`config.mk`:
```
export PLATFORM = sky130hd
export DESIGN_NAME = sacc_ctrl
export DESIGN_NICKNAME = d
export VERILOG_FILES = /design/src/hw/sacc_pkg.sv /design/src/hw/sacc_ctrl.sv
export VERILOG_INCLUDE_DIRS = /design/src /design/src/hw
export SDC_FILE = /design/constraint.sdc
export NUM_CORES = 1
export LEC_CHECK = 0
export BUFFER_PORTS_ARGS = -buffer_cell sky130_fd_sc_hd__buf_2
export CAP_MARGIN = 20
export CELL_PAD_IN_SITES_DETAIL_PLACEMENT = 2
export CELL_PAD_IN_SITES_GLOBAL_PLACEMENT = 2
export CORE_UTILIZATION = 35
export DETAILED_ROUTE_END_ITERATION = 12
export HOLD_SLACK_MARGIN = 0.03
export PLACE_DENSITY_LB_ADDON = 0.1
export SLEW_MARGIN = 40
export SYNTH_ARGS = -nofsm -noshare
export SYNTH_HDL_FRONTEND = slang
export SYNTH_SLANG_ARGS = --single-unit
```
`constraint.sdc`:
```
create_clock -name mclk -period 2.55 [get_ports mclk]
set_input_delay 0.765 -clock mclk [delete_from_list [all_inputs] [get_ports mclk]]
set_output_delay 0.765 -clock mclk [all_outputs]
set_load 0.05 [all_outputs]
```
`src/hw/sacc_defines.svh`:
```
/*
  Timing counts and field constants for the conversion control block.
  Assumes a 50 MHz mclk (20 ns period).
*/
`ifndef SACC_DEFINES_SVH
`define SACC_DEFINES_SVH

`define SACC_CLK_PERIOD_NS   20
`define SACC_DATA_W          16
// Conversion phase length in ns and cycles (longest time, rounds down)
`define SACC_CONV_TIME_NS    7000
`define SACC_CONV_CYC        (`SACC_CONV_TIME_NS / `SACC_CLK_PERIOD_NS)
// Least acquisition time in ns and cycles (rounds up)
`define SACC_ACQ_TIME_NS     2800
`define SACC_ACQ_CYC         ((`SACC_ACQ_TIME_NS + `SACC_CLK_PERIOD_NS - 1) \
                              / `SACC_CLK_PERIOD_NS)
`define SACC_CNT_W           10
// Sign bit flipped to turn offset binary into two's complement
`define SACC_SIGN_MASK       16'h8000

`endif

```
`src/hw/sacc_pkg.sv`:
```
/*
  Types for the conversion control block.
  Assumes sacc_defines.svh is on the include path.
*/
`include "sacc_defines.svh"
package sacc_pkg;
  typedef enum logic [1:0] {
    SACC_IDLE,
    SACC_CONV,
    SACC_ACQ
  } sacc_state_e;
  typedef logic [`SACC_DATA_W-1:0] sacc_word_t;
  typedef logic [`SACC_CNT_W-1:0]  sacc_cnt_t;
endpackage : sacc_pkg

```
`src/hw/sacc_ctrl.sv`:
```
/*
  Conversion sequencing and output gating for a 16-bit sampling converter.
  Assumes mclk at 50 MHz, sys_rst asynchronous active high; pins
  conversion_start_n, power_down_input, cs_n, rd_n and the selects come
  from outside and are synchronised here. The raw SAR result arrives on
  sar_result, sampled at the end of the conversion phase.
*/
`include "sacc_defines.svh"

module sacc_ctrl
  import sacc_pkg::*;
(
  input  wire logic       mclk,
  input  wire logic       sys_rst,
  input  wire logic       conversion_start_n,
  input  wire logic       power_down_input,
  input  wire logic       cs_n,
  input  wire logic       rd_n,
  input  wire logic       output_coding_select,
  input  wire logic       serial_parallel_select,
  input  wire sacc_word_t sar_result,
  output logic            busy,
  output logic            low_power,
  output logic            powered_down,
  output sacc_word_t      data_out,
  output sacc_word_t      data_oe,
  output logic            serial_active
);

  // Two-stage synchronisers for every pin input
  logic [5:0] sync1_reg;
  logic [5:0] sync2_reg;
  always_ff @(posedge mclk or posedge sys_rst) begin
    if (sys_rst) begin
      sync1_reg <= 6'h3F;
      sync2_reg <= 6'h3F;
    end else begin
      sync1_reg <= {conversion_start_n, power_down_input, cs_n, rd_n,
                    output_coding_select, serial_parallel_select};
      sync2_reg <= sync1_reg;
    end
  end

  logic start_n_s;
  logic pd_s;
  logic cs_n_s;
  logic rd_n_s;
  logic ob_s;
  logic ser_s;
  assign start_n_s = sync2_reg[5];
  assign pd_s      = sync2_reg[4];
  assign cs_n_s    = sync2_reg[3];
  assign rd_n_s    = sync2_reg[2];
  assign ob_s      = sync2_reg[1];
  assign ser_s     = sync2_reg[0];

  // Output coding: ob high gives straight binary, low gives two's complement
  function automatic sacc_word_t sacc_code(input sacc_word_t raw,
                                           input logic straight);
    sacc_code = straight ? raw : (raw ^ `SACC_SIGN_MASK);
  endfunction : sacc_code

  // Conversion sequencer state
  sacc_state_e state_reg;
  sacc_state_e state_next;
  sacc_cnt_t   cnt_reg;
  sacc_cnt_t   cnt_next;
  logic        pd_reg;
  logic        pd_next;
  sacc_word_t  result_reg;
  sacc_word_t  result_next;

  // Next-state logic; start is not gated by cs_n or rd_n at all
  always_comb begin
    state_next        = state_reg;
    cnt_next          = cnt_reg;
    pd_next           = pd_reg;
    result_next       = result_reg;
    case (state_reg)
      SACC_IDLE: begin
        // Falling start edge, or start already low, begins a conversion
        if (!start_n_s && !pd_s) begin
          state_next = SACC_CONV;
          cnt_next   = '0;
          pd_next    = 1'b0;
        end else begin
          pd_next = pd_s;
        end
      end
      SACC_CONV: begin
        // Nothing here looks at start or power-down: no abort path
        if (cnt_reg == sacc_cnt_t'(`SACC_CONV_CYC - 1)) begin
          result_next = sacc_code(sar_result, ob_s);
          state_next  = SACC_ACQ;
          cnt_next    = '0;
        end else begin
          cnt_next = cnt_reg + sacc_cnt_t'(1);
        end
      end
      SACC_ACQ: begin
        // Self-timed acquisition; rate is internal, so it may run fast
        if (cnt_reg != sacc_cnt_t'(`SACC_ACQ_CYC - 1)) begin
          cnt_next = cnt_reg + sacc_cnt_t'(1);
        end else if (!start_n_s && !pd_s) begin
          state_next = SACC_CONV;
          cnt_next   = '0;
        end else begin
          state_next = SACC_IDLE;
          pd_next    = pd_s;
        end
      end
      default: begin
        state_next = SACC_IDLE;
        cnt_next   = '0;
      end
    endcase
  end

  always_ff @(posedge mclk or posedge sys_rst) begin
    if (sys_rst) begin
      state_reg        <= SACC_IDLE;
      cnt_reg          <= '0;
      pd_reg           <= 1'b0;
      result_reg       <= 16'h0000;
    end else begin
      state_reg        <= state_next;
      cnt_reg          <= cnt_next;
      pd_reg           <= pd_next;
      result_reg       <= result_next;
    end
  end

  // Busy and power state; result is latched on the same edge that busy drops
  assign busy         = (state_reg == SACC_CONV);
  assign low_power    = (state_reg != SACC_CONV);
  assign powered_down = pd_reg;

  // Serial shifter on the shared pin, reloaded when a read window opens
  logic       read_en;
  logic [3:0] bit_reg;
  logic [3:0] bit_next;
  logic       rd_win_reg;
  logic       rd_win_next;
  // Interface gating ignores the sequencer state, so it runs in acquisition
  assign read_en = !cs_n_s && !rd_n_s;

  always_comb begin
    rd_win_next = read_en;
    bit_next    = bit_reg;
    if (read_en && !rd_win_reg) begin
      bit_next = 4'hF;
    end else if (read_en && ser_s) begin
      bit_next = bit_reg - 4'h1;
    end
  end

  always_ff @(posedge mclk or posedge sys_rst) begin
    if (sys_rst) begin
      bit_reg    <= 4'hF;
      rd_win_reg <= 1'b0;
    end else begin
      bit_reg    <= bit_next;
      rd_win_reg <= rd_win_next;
    end
  end

  // Data pins: parallel word, or serial bit on pin 0 only
  sacc_word_t data_out_next;
  sacc_word_t data_oe_next;
  always_comb begin
    data_out_next = 16'h0000;
    data_oe_next  = 16'h0000;
    if (read_en) begin
      if (ser_s) begin
        data_out_next[0] = result_reg[bit_next];
        data_oe_next     = 16'h0001;
      end else begin
        data_out_next = result_reg;
        data_oe_next  = 16'hFFFF;
      end
    end
  end

  sacc_word_t data_out_reg;
  sacc_word_t data_oe_reg;
  logic       serial_reg;
  always_ff @(posedge mclk or posedge sys_rst) begin
    if (sys_rst) begin
      data_out_reg <= 16'h0000;
      data_oe_reg  <= 16'h0000;
      serial_reg   <= 1'b0;
    end else begin
      data_out_reg <= data_out_next;
      data_oe_reg  <= data_oe_next;
      serial_reg   <= read_en && ser_s;
    end
  end

  assign data_out      = data_out_reg;
  assign data_oe       = data_oe_reg;
  assign serial_active = serial_reg;

endmodule : sacc_ctrl

```
Word-level counts from Yosys, hierarchy flattened

Index checks and enable logic that the tools add are counted.

Flip-flop bits (word level): 79
Bits in latches: 0
Bits in writable memories: 0
Memory bits (read-only): 0
Input bits: 24
Output and inout port bits: 36
Logic and storage cells: 61
Memories kept: 0

$add $sub $neg: 2
Multipliers: 0
Div/mod/pow operators: 0
Order comparisons: 1
Eq/ne operators: 9
Shifts and indexed selects: 0
Multiplexer cells: 23
Bitwise logic cells: 1
Reduce and logical (&&, ||, !) cells: 14

Operator list:

| kind                                                   | number |
|---|---|
| two-way mux 16 bit                                     | 4 |
| two-way mux 10 bit                                     | 3 |
| one-hot mux 10 bit (3 select lines)                    | 1 |
| two-way mux 15 bit                                     | 1 |
| adder 10 x 1 -> 10 bit, second input constant          | 1 |
| == test 10 x 9 -> 1 bit, second input constant         | 1 |
| inequality test 10 x 8 -> 1 bit, second input constant | 1 |
| two-way mux 4 bit                                      | 2 |
| two-way mux 1 bit                                      | 6 |
| two-way mux 2 bit                                      | 3 |
| inequality test 2 bit, second input constant           | 3 |
| one-hot mux 2 bit (3 select lines)                     | 1 |
| AND reduction 3 bit                                    | 2 |
| zero test 1 bit                                        | 5 |
| < comparator 4 x 5 -> 1 bit, second input constant     | 1 |
| binary-select mux 1 bit (select 4 bit)                 | 1 |
| logical AND 1 bit                                      | 4 |
| inequality test 2 x 1 -> 1 bit, second input constant  | 2 |
| subtractor 4 x 1 -> 4 bit, second input constant       | 1 |
| == test 2 x 1 -> 1 bit, second input constant          | 1 |
| == test 2 bit, second input constant                   | 1 |
| zero test 2 bit                                        | 1 |
| one-hot mux 1 bit (2 select lines)                     | 1 |
| AND reduction 2 bit                                    | 1 |
| 2 further kinds                                        | 2 |

Depth between registers and ports, before layout

Depth in word-level cells: 9
Depth in mapped cells: 9
Mapped depth without buffers: 8

Least setup slack after synthesis

No wires, ideal clock.

Path kind: flip-flop to flip-flop
Start point: register bit_reg[0]
End point: register data_out_reg[0] (netlist: data_out[0])
Library setup time: 0.126 ns
Arrival: 2.109 ns
Required time: 2.424 ns
Setup slack: 0.315 ns
Stages on the path, launching flop included: 10
Buffers on the path: 1
Clock period less this slack: 2.235 ns
Path through: dfstp_2 > inv_1 > ha_1 > nand4bb_1 > o221a_1 > buf_8 > mux2_4 > nor3b_1 > nor4_1 > a221o_1

Cells in the longest elaborated chain, start to end: 7

Ends and longest elaborated chain:

| item                                    | line             | RTL |
|---|---|---|
| start: declaration                      | sacc_ctrl.sv:140 | `logic [3:0] bit_reg;` |
| start signal: assignment                | sacc_ctrl.sv:162 | `bit_reg <= bit_next;` |
| subtractor 4 x 1 -> 4 bit               | sacc_ctrl.sv:153 | `bit_next = bit_reg - 4'h1;` |
| two-way mux 4 bit                       | sacc_ctrl.sv:152 | `end else if (read_en && ser_s) begin` |
| two-way mux 4 bit                       | sacc_ctrl.sv:150 | `if (read_en && !rd_win_reg) begin` |
| net bit_next[1]                         | sacc_ctrl.sv:141 | `logic [3:0] bit_next;` |
| binary-select mux 1 bit (select 4 bit)  | sacc_ctrl.sv:175 | `data_out_next[0] = result_reg[bit_next];` |
| two-way mux 1 bit (not written as such) | sacc_ctrl.sv:175 |  |
| two-way mux 1 bit                       | sacc_ctrl.sv:174 | `if (ser_s) begin` |
| two-way mux 16 bit                      | sacc_ctrl.sv:173 | `if (read_en) begin` |
| net data_out_next[0]                    | sacc_ctrl.sv:168 | `sacc_word_t data_out_next;` |
| end signal: assignment                  | sacc_ctrl.sv:193 | `data_out_reg <= data_out_next;` |
| end: declaration                        | sacc_ctrl.sv:184 | `sacc_word_t data_out_reg;` |

The timed path passes the listed nets, and every way through them passes these cells. The select of a mux whose other input is x is not followed.
A chain may end at the register's enable or synchronous reset.

Worst setup path after layout

Start point: register bit_reg[1]
End point: register data_out_reg[0] (netlist: data_out[0])

Cells in the longest elaborated chain, start to end: 7

Ends and longest elaborated chain:

| item                                        | line |
|---|---|
| subtractor 4 x 1 -> 4 bit                   | sacc_ctrl.sv:153 |
| two-way mux 4 bit (*)                       | sacc_ctrl.sv:152 |
| two-way mux 4 bit (*)                       | sacc_ctrl.sv:150 |
| binary-select mux 1 bit (select 4 bit) (*)  | sacc_ctrl.sv:175 |
| two-way mux 1 bit (not written as such) (*) | sacc_ctrl.sv:175 |
| two-way mux 1 bit (*)                       | sacc_ctrl.sv:174 |
| two-way mux 16 bit (*)                      | sacc_ctrl.sv:173 |
| net data_out_next[0]                        | sacc_ctrl.sv:168 |

Mark *: on every way through the listed nets, which the timed path passes. The rest lies on a longest branch. The select of a mux whose other input is x is not followed.

==> qor.yml <==
status:
  outcome: "finished clean"
yosys:
  ys_ff_latch: 64
  synth_top_area_cell: "dfrtp_1"
  synth_common_cells: "48 x dfrtp_1, 16 x dfstp_2, 15 x and2_1, 15 x buf_4, 13 x mux2_2"
  synth_most_common_cell: "dfrtp_1"
  synth_top_flop_cell: "dfrtp_1"
  synth_warnings: 0
  seq_area_frac_synth: 0.5781
  netlist_instances: 226
  synth_compound_area_frac: 0.07806
  yosys.area_share.xor_xnor: 0.009367
  synthSimpleGateAreaFrac: 0.1432
  synth_top_family_by_area: "simple AND/OR/NAND/NOR gates"
  async_flop_share: 1.000
  syn_nets: 253
  synth_area_leaders: "dfrtp_1 43%, dfstp_2 15%, mux2_2 5.2%"
  synth_adder_area_share: 0.01338
  netlist_area_um2: 2805
  yosysTopAreaCellShare: 0.4282
  syn_avg_cell_area_um2: 12.41
  synth_edf_count: 0
  synth.area.mux_share: 0.1169
  synth.distinct_cells: 52
clock_tree:
  cts.htree.levels: 3
  numCtsBuffers: 9
  insertion_delay_ns: 0.33
  tritoncts: "built"
  cts_buffer_depth: 2
  clkTransAtPathRegs_ns: 0.07
  cts_sinks: 64
  root_buffer: "clkbuf_8"
floorplanning:
  core_um2: 7727
  die_h_um: 91.53
  num_rows: 32
  die_width_um: 91.53
  die_area_um2: 8377
  ios: 60
  initial_core_util: 0.3630
layout:
  stdcell_count: 389
  layout-drive-gt1-share: 0.4286
  fin_util: 0.4354
  n_antenna_cell: 0
  num-fill-cells: 811
  syn_to_final_growth_pct: 19.94
  nNetsFinal: 309
critical_path:
  worstPathMaxFanout: 10
  rrSetupSlack_ns: 0.14
  timing.rr.end: "data_out[0]"
  r2r_cells: 8
  critPathCaptureType: "register"
  worst_ep_arrival_time_ns: 2.61
  regToRegStartpoint: "bit_reg[1]"
  startpoint_type: "register"
  path_class: "reg -> reg"
  crit_required_ns: 2.76
timing:
  rsz0062_at_grt: "no"
  max_freq_mhz: 415.2
  drv_slew: 0
  holdWs_ns: 0.3561
  setup_tns_ns: 0
  fin_crit_ns: 2.408
  fin_crit_sh: 0.9444
  clock_skew_ns: 0.01380
  finalHoldViolCount: 0
  slew_headroom: 0.5021
  setup_ws_ns: 0.1418
  tightest_slew_ns: 0.7468
  setup_viol: 0
global_routing:
  grt-ovfl-total: 0
  grt_pass1_vias: 1979
  grt_pass1_wl_um: 10010
  track_usage: 0.1564
  antenna_found_initial: 0
  grt_max_degree: 50
worst_hold_path:
  hp-class: "reg -> reg"
  worstHoldStart: "sync1_reg[4]"
  hold_depth: 0
  min_to: "sync2_reg[4]"
place:
  gp_congestion: 0.7609
  dpl.hpwl_um: 4148
  portBuffers: 59
  place_ws_ns: -0.04798
  place_inst: 373
route:
  vias_per_cell: 4.766
  drc: 0
  routed_wl_um: 5920
  wl_per_cell_um: 15.22
  first_pass_iters: 4
  vias: 1854
  drtIter0Drc: 23
  ant_nets: 0
power_and_ir_drop:
  vdd_ir_drop_max_v: 0.0002674
  p_leak_nw: 1.713
  power_density_nw_per_um2: 627.9
run:
  max_cap_viol_count: 0
==> area by class of cell <==
type,instances,area [µm²],area share
repair buffers,64,345.3,0.1026
clock buffers,11,131.4,0.03905
multi-input cells,135,1027,0.3053
inverters,8,30.03,0.008925
clock inverters,5,81.33,0.02417
flip-flops and latches,64,1622,0.4820
well taps,102,127.6,0.03793
==> how the worst max path moves through the flow <==
stage	startpoint	end	slack (ns)	cells past startpoint
finish	bit_reg[1]	data_out[0]	0.14	8
global route	cnt_reg[5]	cnt_reg[7]	0.06	6
CTS	bit_reg[1]	data_out[0]	0.03	8
detailed placement	bit_reg[1]	data_out[0]	-0.05	8
global placement	bit_reg[1]	data_out[0]	0.05	8
floorplan	sys_rst	cnt_reg[0]	0.21	1
==> through the flow <==
stage               cell area, µm²  total power, mW
floorplan                     2805            1.164
detailed placement            3137            1.200
finish                        3364            2.113
global route                  3364            2.204
global placement              3137            1.198
CTS                           3351            2.148
==> worst max-delay path, cell delays in order (launching register included) <==
cell	delay [ns]
dfstp_2	0.57
inv_1	0.05
ha_1	0.26
nand4bb_1	0.12
o221a_4	0.34
mux2_4	0.31
nor3b_1	0.25
nor4_1	0.10
a221o_1	0.27
==> logic make-up after synthesis <==
family | count (synthesis)
buf+inv | 27
flops | 64
simple gates | 68
mux | 30
compound gates | 31
fa+ha+maj | 3
xor+xnor | 3
==> layer usage <==
layer / track usage / part of all wire / up-vias
met2: 0.2469 / 0.47 / 42
met1: 0.2079 / 0.48 / 929
li1: - / - / 876
met5: 0 / 0 / -
met3: 0.03183 / 0.039 / 7
met4: 0.06746 / 0.012 / 0
==> repair_timing <==
action / CTS / global route
hold buffers: 0 / 0
buffers inserted: 0 / 0
setup endpoints to repair: 1 / 1
resized for setup: 2 / 2
==> placed cells by master (no fill, tap or decap), types with 2 or more instances in the layout <==
cell type / instances
dfstp_2: 16
ha_1: 3
nand2_1: 9
inv_1: 7
nor2b_1: 2
clkbuf_1: 2
and2_1: 15
o31ai_1: 2
nor3_1: 4
a21oi_1: 5
mux2i_1: 11
nor2_2: 2
dfrtp_1: 48
nand3_1: 5
o21ai_0: 10
a31oi_1: 2
clkbuf_8: 9
buf_4: 4
mux2_1: 5
buf_2: 59
nor2_1: 12
and3b_1: 3
bufinv_16: 2
nand2b_1: 2
o41ai_1: 2
mux2_2: 13
xor2_1: 2
==> where the power goes <==
| part | internal [mW] | switching (mW) |
|---|---|---|
| clock | 0.551 | 0.380 |
| sequential | 1.04 | 0.0127 |
| combinational | 0.0405 | 0.0887 |
Note: power is estimated with default switching activity, not from simulation.
